`src/hw/dcpmc_pkg.sv`:
```
// shared constants for the dual clock and power mode controller
package dcpmc_pkg;
  localparam logic [7:0] POWER_CONTROL_OFS = 8'h87;
  localparam logic [7:0] CLOCK_CONTROL_OFS = 8'hD8;
  localparam logic [7:0] FAST_OSC_TRIM_OFS = 8'hF6;
  // power control fields
  localparam int DOZE_ENTRY_POS = 0;
  localparam int POWER_DOWN_POS = 1;
  localparam int GENERAL_FLAG_ZERO_POS = 2;
  localparam int GENERAL_FLAG_ONE_POS = 3;
  localparam int BAUD_DOUBLE_POS = 7;
  // clock control and trim fields
  localparam int DIVIDER_LSB = 0;
  localparam int DIVIDER_MSB = 1;
  localparam int FAST_CLOCK_SELECT_POS = 2;
  localparam int FAST_OSC_STOP_POS = 3;
  localparam int PERIPH_CLOCK_STOP_POS = 4;
  localparam int TRIM_MSB = 6;
  localparam logic [1:0] DIVIDER_RESET = 2'h3;
  localparam logic [6:0] TRIM_RESET = 7'h00;
  // divider codes and terminal counts (divisor minus one)
  localparam logic [1:0] DIV_BY_16 = 2'h0;
  localparam logic [1:0] DIV_BY_4 = 2'h1;
  localparam logic [1:0] DIV_BY_2 = 2'h2;
  localparam logic [1:0] DIV_BY_1 = 2'h3;
  localparam logic [3:0] LAST_16 = 4'hF;
  localparam logic [3:0] LAST_4 = 4'h3;
  localparam logic [3:0] LAST_2 = 4'h1;
  localparam logic [3:0] LAST_1 = 4'h0;
  // nominal oscillator rates, informational for the clock tree
  localparam int FAST_OSC_KHZ_HIGH = 16589;
  localparam int FAST_OSC_KHZ_LOW = 8294;
  localparam int SLOW_OSC_KHZ = 80;
  // warm-up after power-on
  localparam int REF_CLK_MHZ = 100;
  localparam int WARMUP_MS = 25;
  localparam int WARMUP_CYCLES = WARMUP_MS * 1000 * REF_CLK_MHZ;
  localparam int EXT_PINS = 3;
  typedef enum logic [1:0] {
    DCPMC_WARM = 2'b00,
    DCPMC_RUN = 2'b01,
    DCPMC_IDLE = 2'b10,
    DCPMC_STOP = 2'b11
  } dcpmc_state_t;
endpackage

```
`src/hw/dcpmc_ctrl.sv`:
```
// clock source, divider and operating mode controller
`timescale 1ns/100ps
// Function
// - fast and slow internal RC oscillators provided
// - after reset run slow mode at 80KHz
// - select bit frozen while fast oscillator stopped
// - fast oscillator stop changes only in slow
// - reject abnormal clock control writes
// - divider codes 16,4,2,1; reset divides by 1
// - new divider effective within 16 cycles
// - idle entry halts cpu, peripherals keep running
// - periph stop gates peripheral clocks in idle
// - idle ends on reset or enabled interrupt
// - power-down enters stop, only watchdog runs
// - stop ends on reset or pin wake
// - refuse stop while enabled wake pin low
// - 7-bit trim field, readable and writable
// - factory trim held in config byte
// - 25 ms warm-up then load configuration
module dcpmc_ctrl #(
  parameter int WARMUP_COUNT = dcpmc_pkg::WARMUP_CYCLES
) (
  input wire logic ref_clk,
  input wire logic rst_n,
  input wire logic [7:0] regAddr,
  input wire logic [7:0] regWrData,
  input wire logic regWr,
  input wire logic regRd,
  output logic [7:0] regRdData,
  input wire logic [2:0] extIrqPin,
  input wire logic [2:0] extPinWakeEnable,
  input wire logic irqWake,
  input wire logic pinWake,
  input wire logic wdtEnable,
  input wire logic [6:0] configTrim,
  output logic chipInReset,
  output logic fastOscEnable,
  output logic slowOscEnable,
  output logic [6:0] fastOscTrim,
  output logic sysClkFast,
  output logic sysClkTick,
  output logic cpuClkEnable,
  output logic periphClkEnable,
  output logic timer3ClkEnable,
  output logic wdtClkEnable
);
  localparam int WCW = $clog2(WARMUP_COUNT + 1);
  localparam logic [WCW-1:0] WARM_LAST = WCW'(WARMUP_COUNT - 1);

  dcpmc_pkg::dcpmc_state_t state_reg;
  dcpmc_pkg::dcpmc_state_t state_next;
  logic [WCW-1:0] warm_reg;
  logic [2:0] pinMeta_reg;
  logic [2:0] pinSync_reg;
  logic periphStop_reg;
  logic fastStop_reg;
  logic fastSel_reg;
  logic [1:0] divField_reg;
  logic [1:0] divActive_reg;
  logic [3:0] divCount_reg;
  logic [6:0] trim_reg;
  logic baudDouble_reg;
  logic flagOne_reg;
  logic flagZero_reg;
  logic [7:0] rdData_reg;
  logic chipInReset_reg;
  logic fastOsc_reg;
  logic slowOsc_reg;
  logic sysFast_reg;
  logic tick_reg;
  logic cpuEn_reg;
  logic periphEn_reg;
  logic timer3En_reg;
  logic wdtEn_reg;

  // address decode
  wire logic hitPower = regAddr == dcpmc_pkg::POWER_CONTROL_OFS;
  wire logic hitClock = regAddr == dcpmc_pkg::CLOCK_CONTROL_OFS;
  wire logic hitTrim = regAddr == dcpmc_pkg::FAST_OSC_TRIM_OFS;
  wire logic running = state_reg == dcpmc_pkg::DCPMC_RUN;
  wire logic wrPower = regWr && hitPower && running;
  wire logic wrClock = regWr && hitClock && running;
  wire logic wrTrim = regWr && hitTrim && running;

  // requested clock control bits
  wire logic reqStop = regWrData[dcpmc_pkg::FAST_OSC_STOP_POS];
  wire logic reqSel = regWrData[dcpmc_pkg::FAST_CLOCK_SELECT_POS];
  wire logic reqPeriph = regWrData[dcpmc_pkg::PERIPH_CLOCK_STOP_POS];
  wire logic [1:0] reqDiv =
    regWrData[dcpmc_pkg::DIVIDER_MSB:dcpmc_pkg::DIVIDER_LSB];

  // stop bit moves only while the slow clock drives the system
  wire logic stopNext = (wrClock && !fastSel_reg) ? reqStop
                                                  : fastStop_reg;
  // select moves only with the fast oscillator running; a write that
  // would leave both bits set has its select refused so the cpu never loses its clock
  wire logic selOk = !fastStop_reg && !(reqSel && stopNext);
  wire logic selNext = (wrClock && selOk) ? reqSel : fastSel_reg;

  // stop is refused while an enabled wake pin is already low
  wire logic pinBlock =
    |(~pinSync_reg & extPinWakeEnable);
  wire logic enterStop = wrPower &&
    regWrData[dcpmc_pkg::POWER_DOWN_POS] && !pinBlock;
  wire logic enterIdle = wrPower &&
    regWrData[dcpmc_pkg::DOZE_ENTRY_POS];

  // divider terminal count from the active code
  wire logic [3:0] divLast =
    (divActive_reg == dcpmc_pkg::DIV_BY_16) ? dcpmc_pkg::LAST_16 :
    (divActive_reg == dcpmc_pkg::DIV_BY_4) ? dcpmc_pkg::LAST_4 :
    (divActive_reg == dcpmc_pkg::DIV_BY_2) ? dcpmc_pkg::LAST_2 :
    dcpmc_pkg::LAST_1;
  wire logic divWrap = divCount_reg >= divLast;
  wire logic clocksHalted = state_reg == dcpmc_pkg::DCPMC_STOP;

  // read mux; entry bits read back the live mode
  wire logic [7:0] powerView = {
    baudDouble_reg, 3'h0, flagOne_reg, flagZero_reg,
    state_reg == dcpmc_pkg::DCPMC_STOP,
    state_reg == dcpmc_pkg::DCPMC_IDLE};
  wire logic [7:0] clockView = {
    3'h0, periphStop_reg, fastStop_reg, fastSel_reg, divField_reg};
  wire logic [7:0] trimView = {1'b0, trim_reg};
  wire logic [7:0] rdMux =
    hitPower ? powerView :
    hitClock ? clockView :
    hitTrim ? trimView :
    8'h00;

  // mode sequencing
  always_comb
  begin
    state_next = state_reg;
    unique case (state_reg)
      dcpmc_pkg::DCPMC_WARM:
      begin
        if (warm_reg == WARM_LAST)
        begin
          state_next = dcpmc_pkg::DCPMC_RUN;
        end
      end
      dcpmc_pkg::DCPMC_RUN:
      begin
        if (enterStop)
        begin
          state_next = dcpmc_pkg::DCPMC_STOP;
        end
        else if (enterIdle)
        begin
          state_next = dcpmc_pkg::DCPMC_IDLE;
        end
      end
      dcpmc_pkg::DCPMC_IDLE:
      begin
        if (irqWake)
        begin
          state_next = dcpmc_pkg::DCPMC_RUN;
        end
      end
      dcpmc_pkg::DCPMC_STOP:
      begin
        if (pinWake)
        begin
          state_next = dcpmc_pkg::DCPMC_RUN;
        end
      end
    endcase
  end

  always_ff @(posedge ref_clk or negedge rst_n)
  begin
    if (!rst_n)
    begin
      state_reg <= dcpmc_pkg::DCPMC_WARM;
      warm_reg <= '0;
    end
    else
    begin
      state_reg <= state_next;
      if (state_reg == dcpmc_pkg::DCPMC_WARM)
      begin
        warm_reg <= warm_reg + WCW'(1);
      end
    end
  end

  // external pins are asynchronous to ref_clk
  always_ff @(posedge ref_clk or negedge rst_n)
  begin
    if (!rst_n)
    begin
      pinMeta_reg <= 3'h7;
      pinSync_reg <= 3'h7;
    end
    else
    begin
      pinMeta_reg <= extIrqPin;
      pinSync_reg <= pinMeta_reg;
    end
  end

  // clock control register; select resets to slow
  always_ff @(posedge ref_clk or negedge rst_n)
  begin
    if (!rst_n)
    begin
      periphStop_reg <= 1'b0;
      fastStop_reg <= 1'b0;
      fastSel_reg <= 1'b0;
      divField_reg <= dcpmc_pkg::DIVIDER_RESET;
    end
    else
    begin
      fastStop_reg <= stopNext;
      fastSel_reg <= selNext;
      if (wrClock)
      begin
        periphStop_reg <= reqPeriph;
        divField_reg <= reqDiv;
      end
    end
  end

  // power control flags without hardware meaning
  always_ff @(posedge ref_clk or negedge rst_n)
  begin
    if (!rst_n)
    begin
      baudDouble_reg <= 1'b0;
      flagOne_reg <= 1'b0;
      flagZero_reg <= 1'b0;
    end
    else if (wrPower)
    begin
      baudDouble_reg <= regWrData[dcpmc_pkg::BAUD_DOUBLE_POS];
      flagOne_reg <= regWrData[dcpmc_pkg::GENERAL_FLAG_ONE_POS];
      flagZero_reg <= regWrData[dcpmc_pkg::GENERAL_FLAG_ZERO_POS];
    end
  end

  // trim: factory value loaded at the end of warm-up, then software owned
  always_ff @(posedge ref_clk or negedge rst_n)
  begin
    if (!rst_n)
    begin
      trim_reg <= dcpmc_pkg::TRIM_RESET;
    end
    else if (state_reg == dcpmc_pkg::DCPMC_WARM && warm_reg == WARM_LAST)
    begin
      trim_reg <= configTrim;
    end
    else if (wrTrim)
    begin
      trim_reg <= regWrData[dcpmc_pkg::TRIM_MSB:0];
    end
  end

  // divider: a new code is adopted only at a wrap, so the longest wait
  // is one full divide-by-16 period; glitch-free at the cost of latency
  always_ff @(posedge ref_clk or negedge rst_n)
  begin
    if (!rst_n)
    begin
      divActive_reg <= dcpmc_pkg::DIVIDER_RESET;
      divCount_reg <= 4'h0;
      tick_reg <= 1'b0;
    end
    else if (clocksHalted)
    begin
      divCount_reg <= 4'h0;
      tick_reg <= 1'b0;
    end
    else if (divWrap)
    begin
      divActive_reg <= divField_reg;
      divCount_reg <= 4'h0;
      tick_reg <= 1'b1;
    end
    else
    begin
      divCount_reg <= divCount_reg + 4'h1;
      tick_reg <= 1'b0;
    end
  end

  // clock tree enables
  always_ff @(posedge ref_clk or negedge rst_n)
  begin
    if (!rst_n)
    begin
      chipInReset_reg <= 1'b1;
      fastOsc_reg <= 1'b0;
      slowOsc_reg <= 1'b1;
      sysFast_reg <= 1'b0;
      cpuEn_reg <= 1'b0;
      periphEn_reg <= 1'b0;
      timer3En_reg <= 1'b0;
      wdtEn_reg <= 1'b0;
    end
    else
    begin
      chipInReset_reg <= state_next == dcpmc_pkg::DCPMC_WARM;
      fastOsc_reg <= !fastStop_reg &&
        state_next != dcpmc_pkg::DCPMC_STOP;
      slowOsc_reg <= state_next != dcpmc_pkg::DCPMC_STOP ||
        wdtEnable;
      sysFast_reg <= fastSel_reg;
      cpuEn_reg <= state_next == dcpmc_pkg::DCPMC_RUN;
      periphEn_reg <= state_next == dcpmc_pkg::DCPMC_RUN ||
        (state_next == dcpmc_pkg::DCPMC_IDLE && !periphStop_reg);
      timer3En_reg <= state_next == dcpmc_pkg::DCPMC_RUN ||
        state_next == dcpmc_pkg::DCPMC_IDLE;
      wdtEn_reg <= wdtEnable &&
        state_next != dcpmc_pkg::DCPMC_WARM;
    end
  end

  // read data stands the cycle after the strobe only
  always_ff @(posedge ref_clk or negedge rst_n)
  begin
    if (!rst_n)
    begin
      rdData_reg <= 8'h00;
    end
    else
    begin
      rdData_reg <= regRd ? rdMux : 8'h00;
    end
  end

  assign regRdData = rdData_reg;
  assign chipInReset = chipInReset_reg;
  assign fastOscEnable = fastOsc_reg;
  assign slowOscEnable = slowOsc_reg;
  assign fastOscTrim = trim_reg;
  assign sysClkFast = sysFast_reg;
  assign sysClkTick = tick_reg;
  assign cpuClkEnable = cpuEn_reg;
  assign periphClkEnable = periphEn_reg;
  assign timer3ClkEnable = timer3En_reg;
  assign wdtClkEnable = wdtEn_reg;
endmodule

```
`config.mk`:
```
export PLATFORM = sky130hd
export DESIGN_NAME = dcpmc_ctrl
export DESIGN_NICKNAME = d
export VERILOG_FILES = /design/src/hw/dcpmc_pkg.sv /design/src/hw/dcpmc_ctrl.sv
export SDC_FILE = /design/constraint.sdc
export NUM_CORES = 1
export LEC_CHECK = 0
export ABC_AREA = 1
export ABC_CLOCK_PERIOD_IN_PS = 2100
export BUFFER_PORTS_ARGS = -buffer_cell sky130_fd_sc_hd__buf_4
export CAP_MARGIN = 5
export CORE_ASPECT_RATIO = 0.8
export CORE_MARGIN = 2
export CORE_UTILIZATION = 31
export CTS_BUF_LIST = sky130_fd_sc_hd__clkbuf_4
export CTS_CLUSTER_SIZE = 28
export DETAILED_ROUTE_END_ITERATION = 8
export GPL_ROUTABILITY_DRIVEN = 0
export SLEW_MARGIN = 20
export SYNTH_ARGS = -nofsm -noshare
export SYNTH_HDL_FRONTEND = slang
export SYNTH_SLANG_ARGS = --single-unit
```
`constraint.sdc`:
```
create_clock -name ref_clk -period 2.1 [get_ports ref_clk]
set_input_delay 0 -clock ref_clk [delete_from_list [all_inputs] [get_ports ref_clk]]
set_output_delay 0 -clock ref_clk [all_outputs]
set_load 0.005 [all_outputs]
```
# Word level (Yosys, flattened, before mapping)
# Index checks and enable logic that the tools add are counted.
[totals]
register_bits = 68
in_bits = 36
word_cells = 94
[op_classes]
n_addsub = 2
n_lt_le_gt_ge = 1
n_eq_ne = 12
n_mux = 20
bitwise_logic = 3
n_reduce_logical = 32
[op_table]
columns = ["operator", "n"]
rows = [
  ["two-way mux 7 bit", 4],
  ["equality test 8 bit (second input constant)", 3],
  ["adder 22 x 1 -> 22 bit (second input constant)", 1],
  ["equality test 22 bit (second input constant)", 1],
  ["logical AND 1 bit", 17],
  ["two-way mux 8 bit", 2],
  ["two-way mux 2 bit", 6],
  ["two-way mux 4 bit", 3],
  ["equality test 2 bit (second input constant)", 4],
  ["case mux 2 bit (4 select lines)", 1],
  ["equality test 2 x 1 -> 1 bit (second input constant)", 3],
  ["zero test 2 bit", 3],
  ["zero test 1 bit", 5],
  ["adder 4 x 1 -> 4 bit (second input constant)", 1],
  [">= comparator 4 bit", 1],
  ["two-way mux 1 bit", 4],
  ["nonzero test 2 bit", 2],
  ["bitwise AND 3 bit", 1],
  ["logical OR 1 bit", 3],
  ["NOT 3 bit", 1],
  ["OR reduction 3 bit", 1],
  ["inequality test 2 bit (second input constant)", 1],
  ["AND reduction 2 bit", 1],
  ["NOT 1 bit", 1],
]

# Longest topological paths before layout
[logic_depth]
ltp_word = 10
ltp_mapped = 11

# Least setup slack after synthesis
# Ideal clock, no wire load.
[synth_path]
path_type = "reg-to-reg"
startpoint = "register warm_reg[0]"
endpoint = "register periphEn_reg, in the netlist periphClkEnable"
setup_time_ns = 0.124
arrival_time_ns = 1.689
path_slack_ns = 0.287
stages_incl_launch_ff = 12
path_buffers = 0
synth_period_minus_slack_ns = 1.813
cell_sequence = "dfrtp_1 ha_1 nand3_1 inv_1 nand2_1 nor2_1 nand2_1 inv_1 nor2_1 o21ai_0 ha_1 o21bai_1"
[synth_between]
elab_chain_cells = 6
elab_cells_between_ends = 7
classes_between = "eq/ne: 3; mux: 2; reduce/logical: 2"
[synth_rtl]
columns = ["element", "line_no", "source"]
rows = [
  ["from (decl)", "dcpmc_ctrl.sv:52", "logic [WCW-1:0] warm_reg;"],
  ["from (signal assigned)", "dcpmc_ctrl.sv:183", "warm_reg <= warm_reg + WCW'(1);"],
  ["equality test 22 bit *", "dcpmc_ctrl.sv:138", "if (warm_reg == WARM_LAST)"],
  ["two-way mux 2 bit *", "dcpmc_ctrl.sv:138", ""],
  ["case mux 2 bit (4 select lines) *", "dcpmc_ctrl.sv:135", "unique case (state_reg)"],
  ["net state_next[0]", "dcpmc_ctrl.sv:51", "dcpmc_pkg::dcpmc_state_t state_next;"],
  ["equality test 2 bit", "dcpmc_ctrl.sv:311", "(state_next == dcpmc_pkg::DCPMC_IDLE && !periphStop_reg);"],
  ["logical AND 1 bit", "dcpmc_ctrl.sv:311", ""],
  ["logical OR 1 bit *", "dcpmc_ctrl.sv:310", "periphEn_reg <= state_next == dcpmc_pkg::DCPMC_RUN ||"],
  ["to (signal assigned)", "dcpmc_ctrl.sv:310", ""],
  ["to (decl)", "dcpmc_ctrl.sv:72", "logic periphEn_reg;"],
]
# The timed path passes the listed nets; every way through them passes the cells marked *.
# A chain may end at the register's enable or synchronous reset.

# Worst setup path in the final report
[layout_path]
startpoint = "input port regAddr[2]"
endpoint = "register periphStop_reg"
[layout_between]
elab_chain_cells = 3
[layout_rtl]
columns = ["element", "line_no", "source"]
rows = [
  ["from (decl)", "dcpmc_ctrl.sv:25", "input wire logic [7:0] regAddr,"],
  ["equality test 8 bit", "dcpmc_ctrl.sv:78", "wire logic hitClock = regAddr == dcpmc_pkg::CLOCK_CONTROL_OFS;"],
  ["logical AND 1 bit (2 in a row)", "dcpmc_ctrl.sv:82", "wire logic wrClock = regWr && hitClock && running;"],
  ["to (signal assigned)", "dcpmc_ctrl.sv:219", "periphStop_reg <= reqPeriph;"],
  ["to (decl)", "dcpmc_ctrl.sv:55", "logic periphStop_reg;"],
]
# Every way passes these cells.

==> results by group <==
Run status
  – Result of the run: finished clean

Floorplanning
  – Die Height: 97.5 um
  – Die outline width: 121 um
  – Initial core utilization: 0.315
  – Std-Cell Rows: 34
  – Ports: 60
  – Core Box Area: 10800 sq um
  – Total Die Area: 11800 sq um

Synth
  – Net count after synthesis: 459
  – Synthesized instance count: 413
  – Cell area after synthesis: 3390 sq um
  – Syn_area_per_cell: 8.20 sq um
  – Cell types with the largest area share after synthesis: dfrtp_1, nand2_1, dfstp_2, inv_1, nand3_1
  – Number of warnings printed during yosys synthesis: 0
  – Portion of the post-synthesis area used by sequential elements: 0.507
  – Synth unique cells: 27
  – Number of flip-flops and latches in the synthesized netlist: 68
  – Proportion of netlist area held by the largest area contributor: 0.414
  – Post-synthesis cell type with the largest combined area: dfrtp_1

Pwr
  – Overall Power: 2.86 mW
  – Power Density: 640 nW/um^2
  – Max rail drop VDD: 0.000269 V
  – Total leakage power: 2.29 nW

Critical path
  – Register-to-Register Setup Slack: 0.19 ns
  – Kind of launch point of the worst setup path: primary input
  – Critical Setup Path Class: in -> reg
  – Endpoint type of the worst setup path: register
  – Arrival @ worst endpoint: 2.36 ns
  – CP startpoint: regAddr[2]
  – Required time of the critical path: 2.47 ns
  – Reg2reg start: warm_reg[0]
  – Worst-path maximum fanout: 9

Cells and area
  – Most common cell after layout, fill and taps aside: nand2_1
  – Post-synthesis to final-layout area growth: 31.7%
  – Number of flip-flops in the largest register: 22
  – Ant. Diodes: 0
  – Nets@finish: 559
  – Share of layout cells above drive strength 1: 0.205
  – Most frequent cells in the layout: nand2_1, buf_4, inv_1

Clocking
  – Root buffer selected by CTS: clkbuf_4
  – CTS tree: yes
  – H-tree levels: 3
  – Clock-pin slew on the worst setup and hold paths: 0.11 ns
  – Clock sinks: 68
  – Number of buffers between clock root and the deepest sink: 2
  – Clk Latency, worst-skew pair: 0.43 ns
  – Number of buffers inserted during clock tree synthesis: 9

Global route
  – Antenna violations before repair: 0
  – Total global routing overflow: 0
  – Wire length of the first global-routing pass: 14200 um
  – Via count of the first global-routing pass: 2883
  – GRT Resource Usage Total: 0.155
  – Maximum number of pins on one net before global-route repair: 69

STA
  – Final number of setup-violating endpoints: 0
  – Setup total negative slack: 0 ns
  – Transition time of the tightest slew-check pin: 0.852 ns
  – Normalized max-slew margin: 0.432
  – RSZ-0062 raised after global routing: false
  – Worst clock skew on the final layout: 0.0219 ns
  – Highest clock frequency the design can meet: 503 MHz
  – Minimum clock period: 1.99 ns
  – Number of pins with negative max-slew slack in the final report: 0
  – Period utilization: 0.948
  – Final hold violation count: 0

Worst hold path
  – Launch instance of the worst min-delay path: pinWake
  – Class of the tightest hold or removal check: in -> reg

Detailed routing
  – Via count: 2950
  – Detail Route Antenna Nets: 0
  – Routed length per instance: 12.7 um
  – Total iterations of the first detailed-routing run: 4
  – Routed wire length: 8380 um
  – Routed vias/inst: 4.46
  – First DRT Iteration DRCs: 212
  – DR DRC count: 0

Place
  – Sum of net half-perimeters after detailed placement: 6230 um
  – Port Buffers: 59

Run
  – Max Cap Viol: 0
cell type report:
type                            count  area (sq um)
Clock buffer                       10          75.1
Clock inverter                      6          66.3
Fill cell                        1070          6300
Inverter                           60           225
Multi-Input combinational cell    283          1450
Sequential cell                    68          1720
Tap cell                          144           180
Timing Repair Buffer               91           751
cell usage after synthesis:
cell type and number:
dfstp_2 12, buf_1 1, nand3_1 38, dfrtp_1 56, nor2_2 3, nor2_8 1
o21bai_1 2, o21ai_1 1, nand2_1 124, nor3_1 7, nor2_1 46, nor2_4 2
nand3_2 1, ha_1 10, inv_1 60, nand2_2 1, xnor2_1 7, a21oi_1 4
nand4_1 10, and2_0 1, o21ai_0 9, or2_2 1, nor3b_1 1, clkbuf_1 1
xor2_1 11, nand3_4 2, nand2_4 1
worst max-delay path, cell delays in order:
cell and delay, ns:
dlygate4sd3_1 0.53, buf_4 0.14, nor2_1 0.08, dlygate4sd3_1 0.55, nand3_1 0.11, nor2_4 0.21, dlygate4sd3_1 0.60, nand3_1 0.07
nand2_1 0.06
power breakdown:
group	total (mW)	leakage [nW]	internal (mW)	switching [mW]
Sequential	1.50	0.851	1.42	0.0822
Clock	0.863	0.0686	0.375	0.488
Combinational	0.492	1.37	0.251	0.241
Total	2.86	2.29	2.04	0.810
per-stage QoR:
step / cells / util / setup WS [ns] / hold slack [ns] / area (sq um)
after floorplan: 413 / - / 0.287 / -0.296 / 3390
final: 662 / 0.414 / 0.110 / 0.0287 / 4460
after global placement: 618 / 0.375 / 0.126 / 0.108 / 4030
after CTS: 661 / 0.413 / 0.0391 / 0.00558 / 4440
after detailed placement: 618 / 0.375 / 0.0374 / 0.109 / 4030
after global routing: 662 / 0.414 / 0.00166 / 0.0408 / 4460
logic make-up after synthesis:
family	share of synthesized area
compound gates	0.0251
xor+xnor	0.0465
fa+ha+maj	0.0369
buf+inv	0.0687
flops	0.507
simple gates	0.316
timing repair:
item	4_1_cts	5_1_grt
buffers inserted	0	1
endpoints found under the setup margin	0	7
hold endpoints to repair	85	0
hold buffers	27	0
gates resized for setup	0	4
worst paths after layout:
kind,endpoint,cells after the start
worst max-delay path,periphStop_reg,9
worst min-delay path,state_reg[1],4
worst max register to register,periphClkEnable,11
worst min register to register,pinSync_reg[2],0
max in group asynchronous,warm_reg[0],2
min in group asynchronous,warm_reg[3],2
layer usage:
metal	up-vias	GRT usage	part of all wire
li1	1487	-	-
met1	1360	0.222	0.50
met2	87	0.223	0.43
met3	16	0.0381	0.052
met4	0	0.0599	0.019
met5	-	0	0
(Power assumes the default switching activity.)
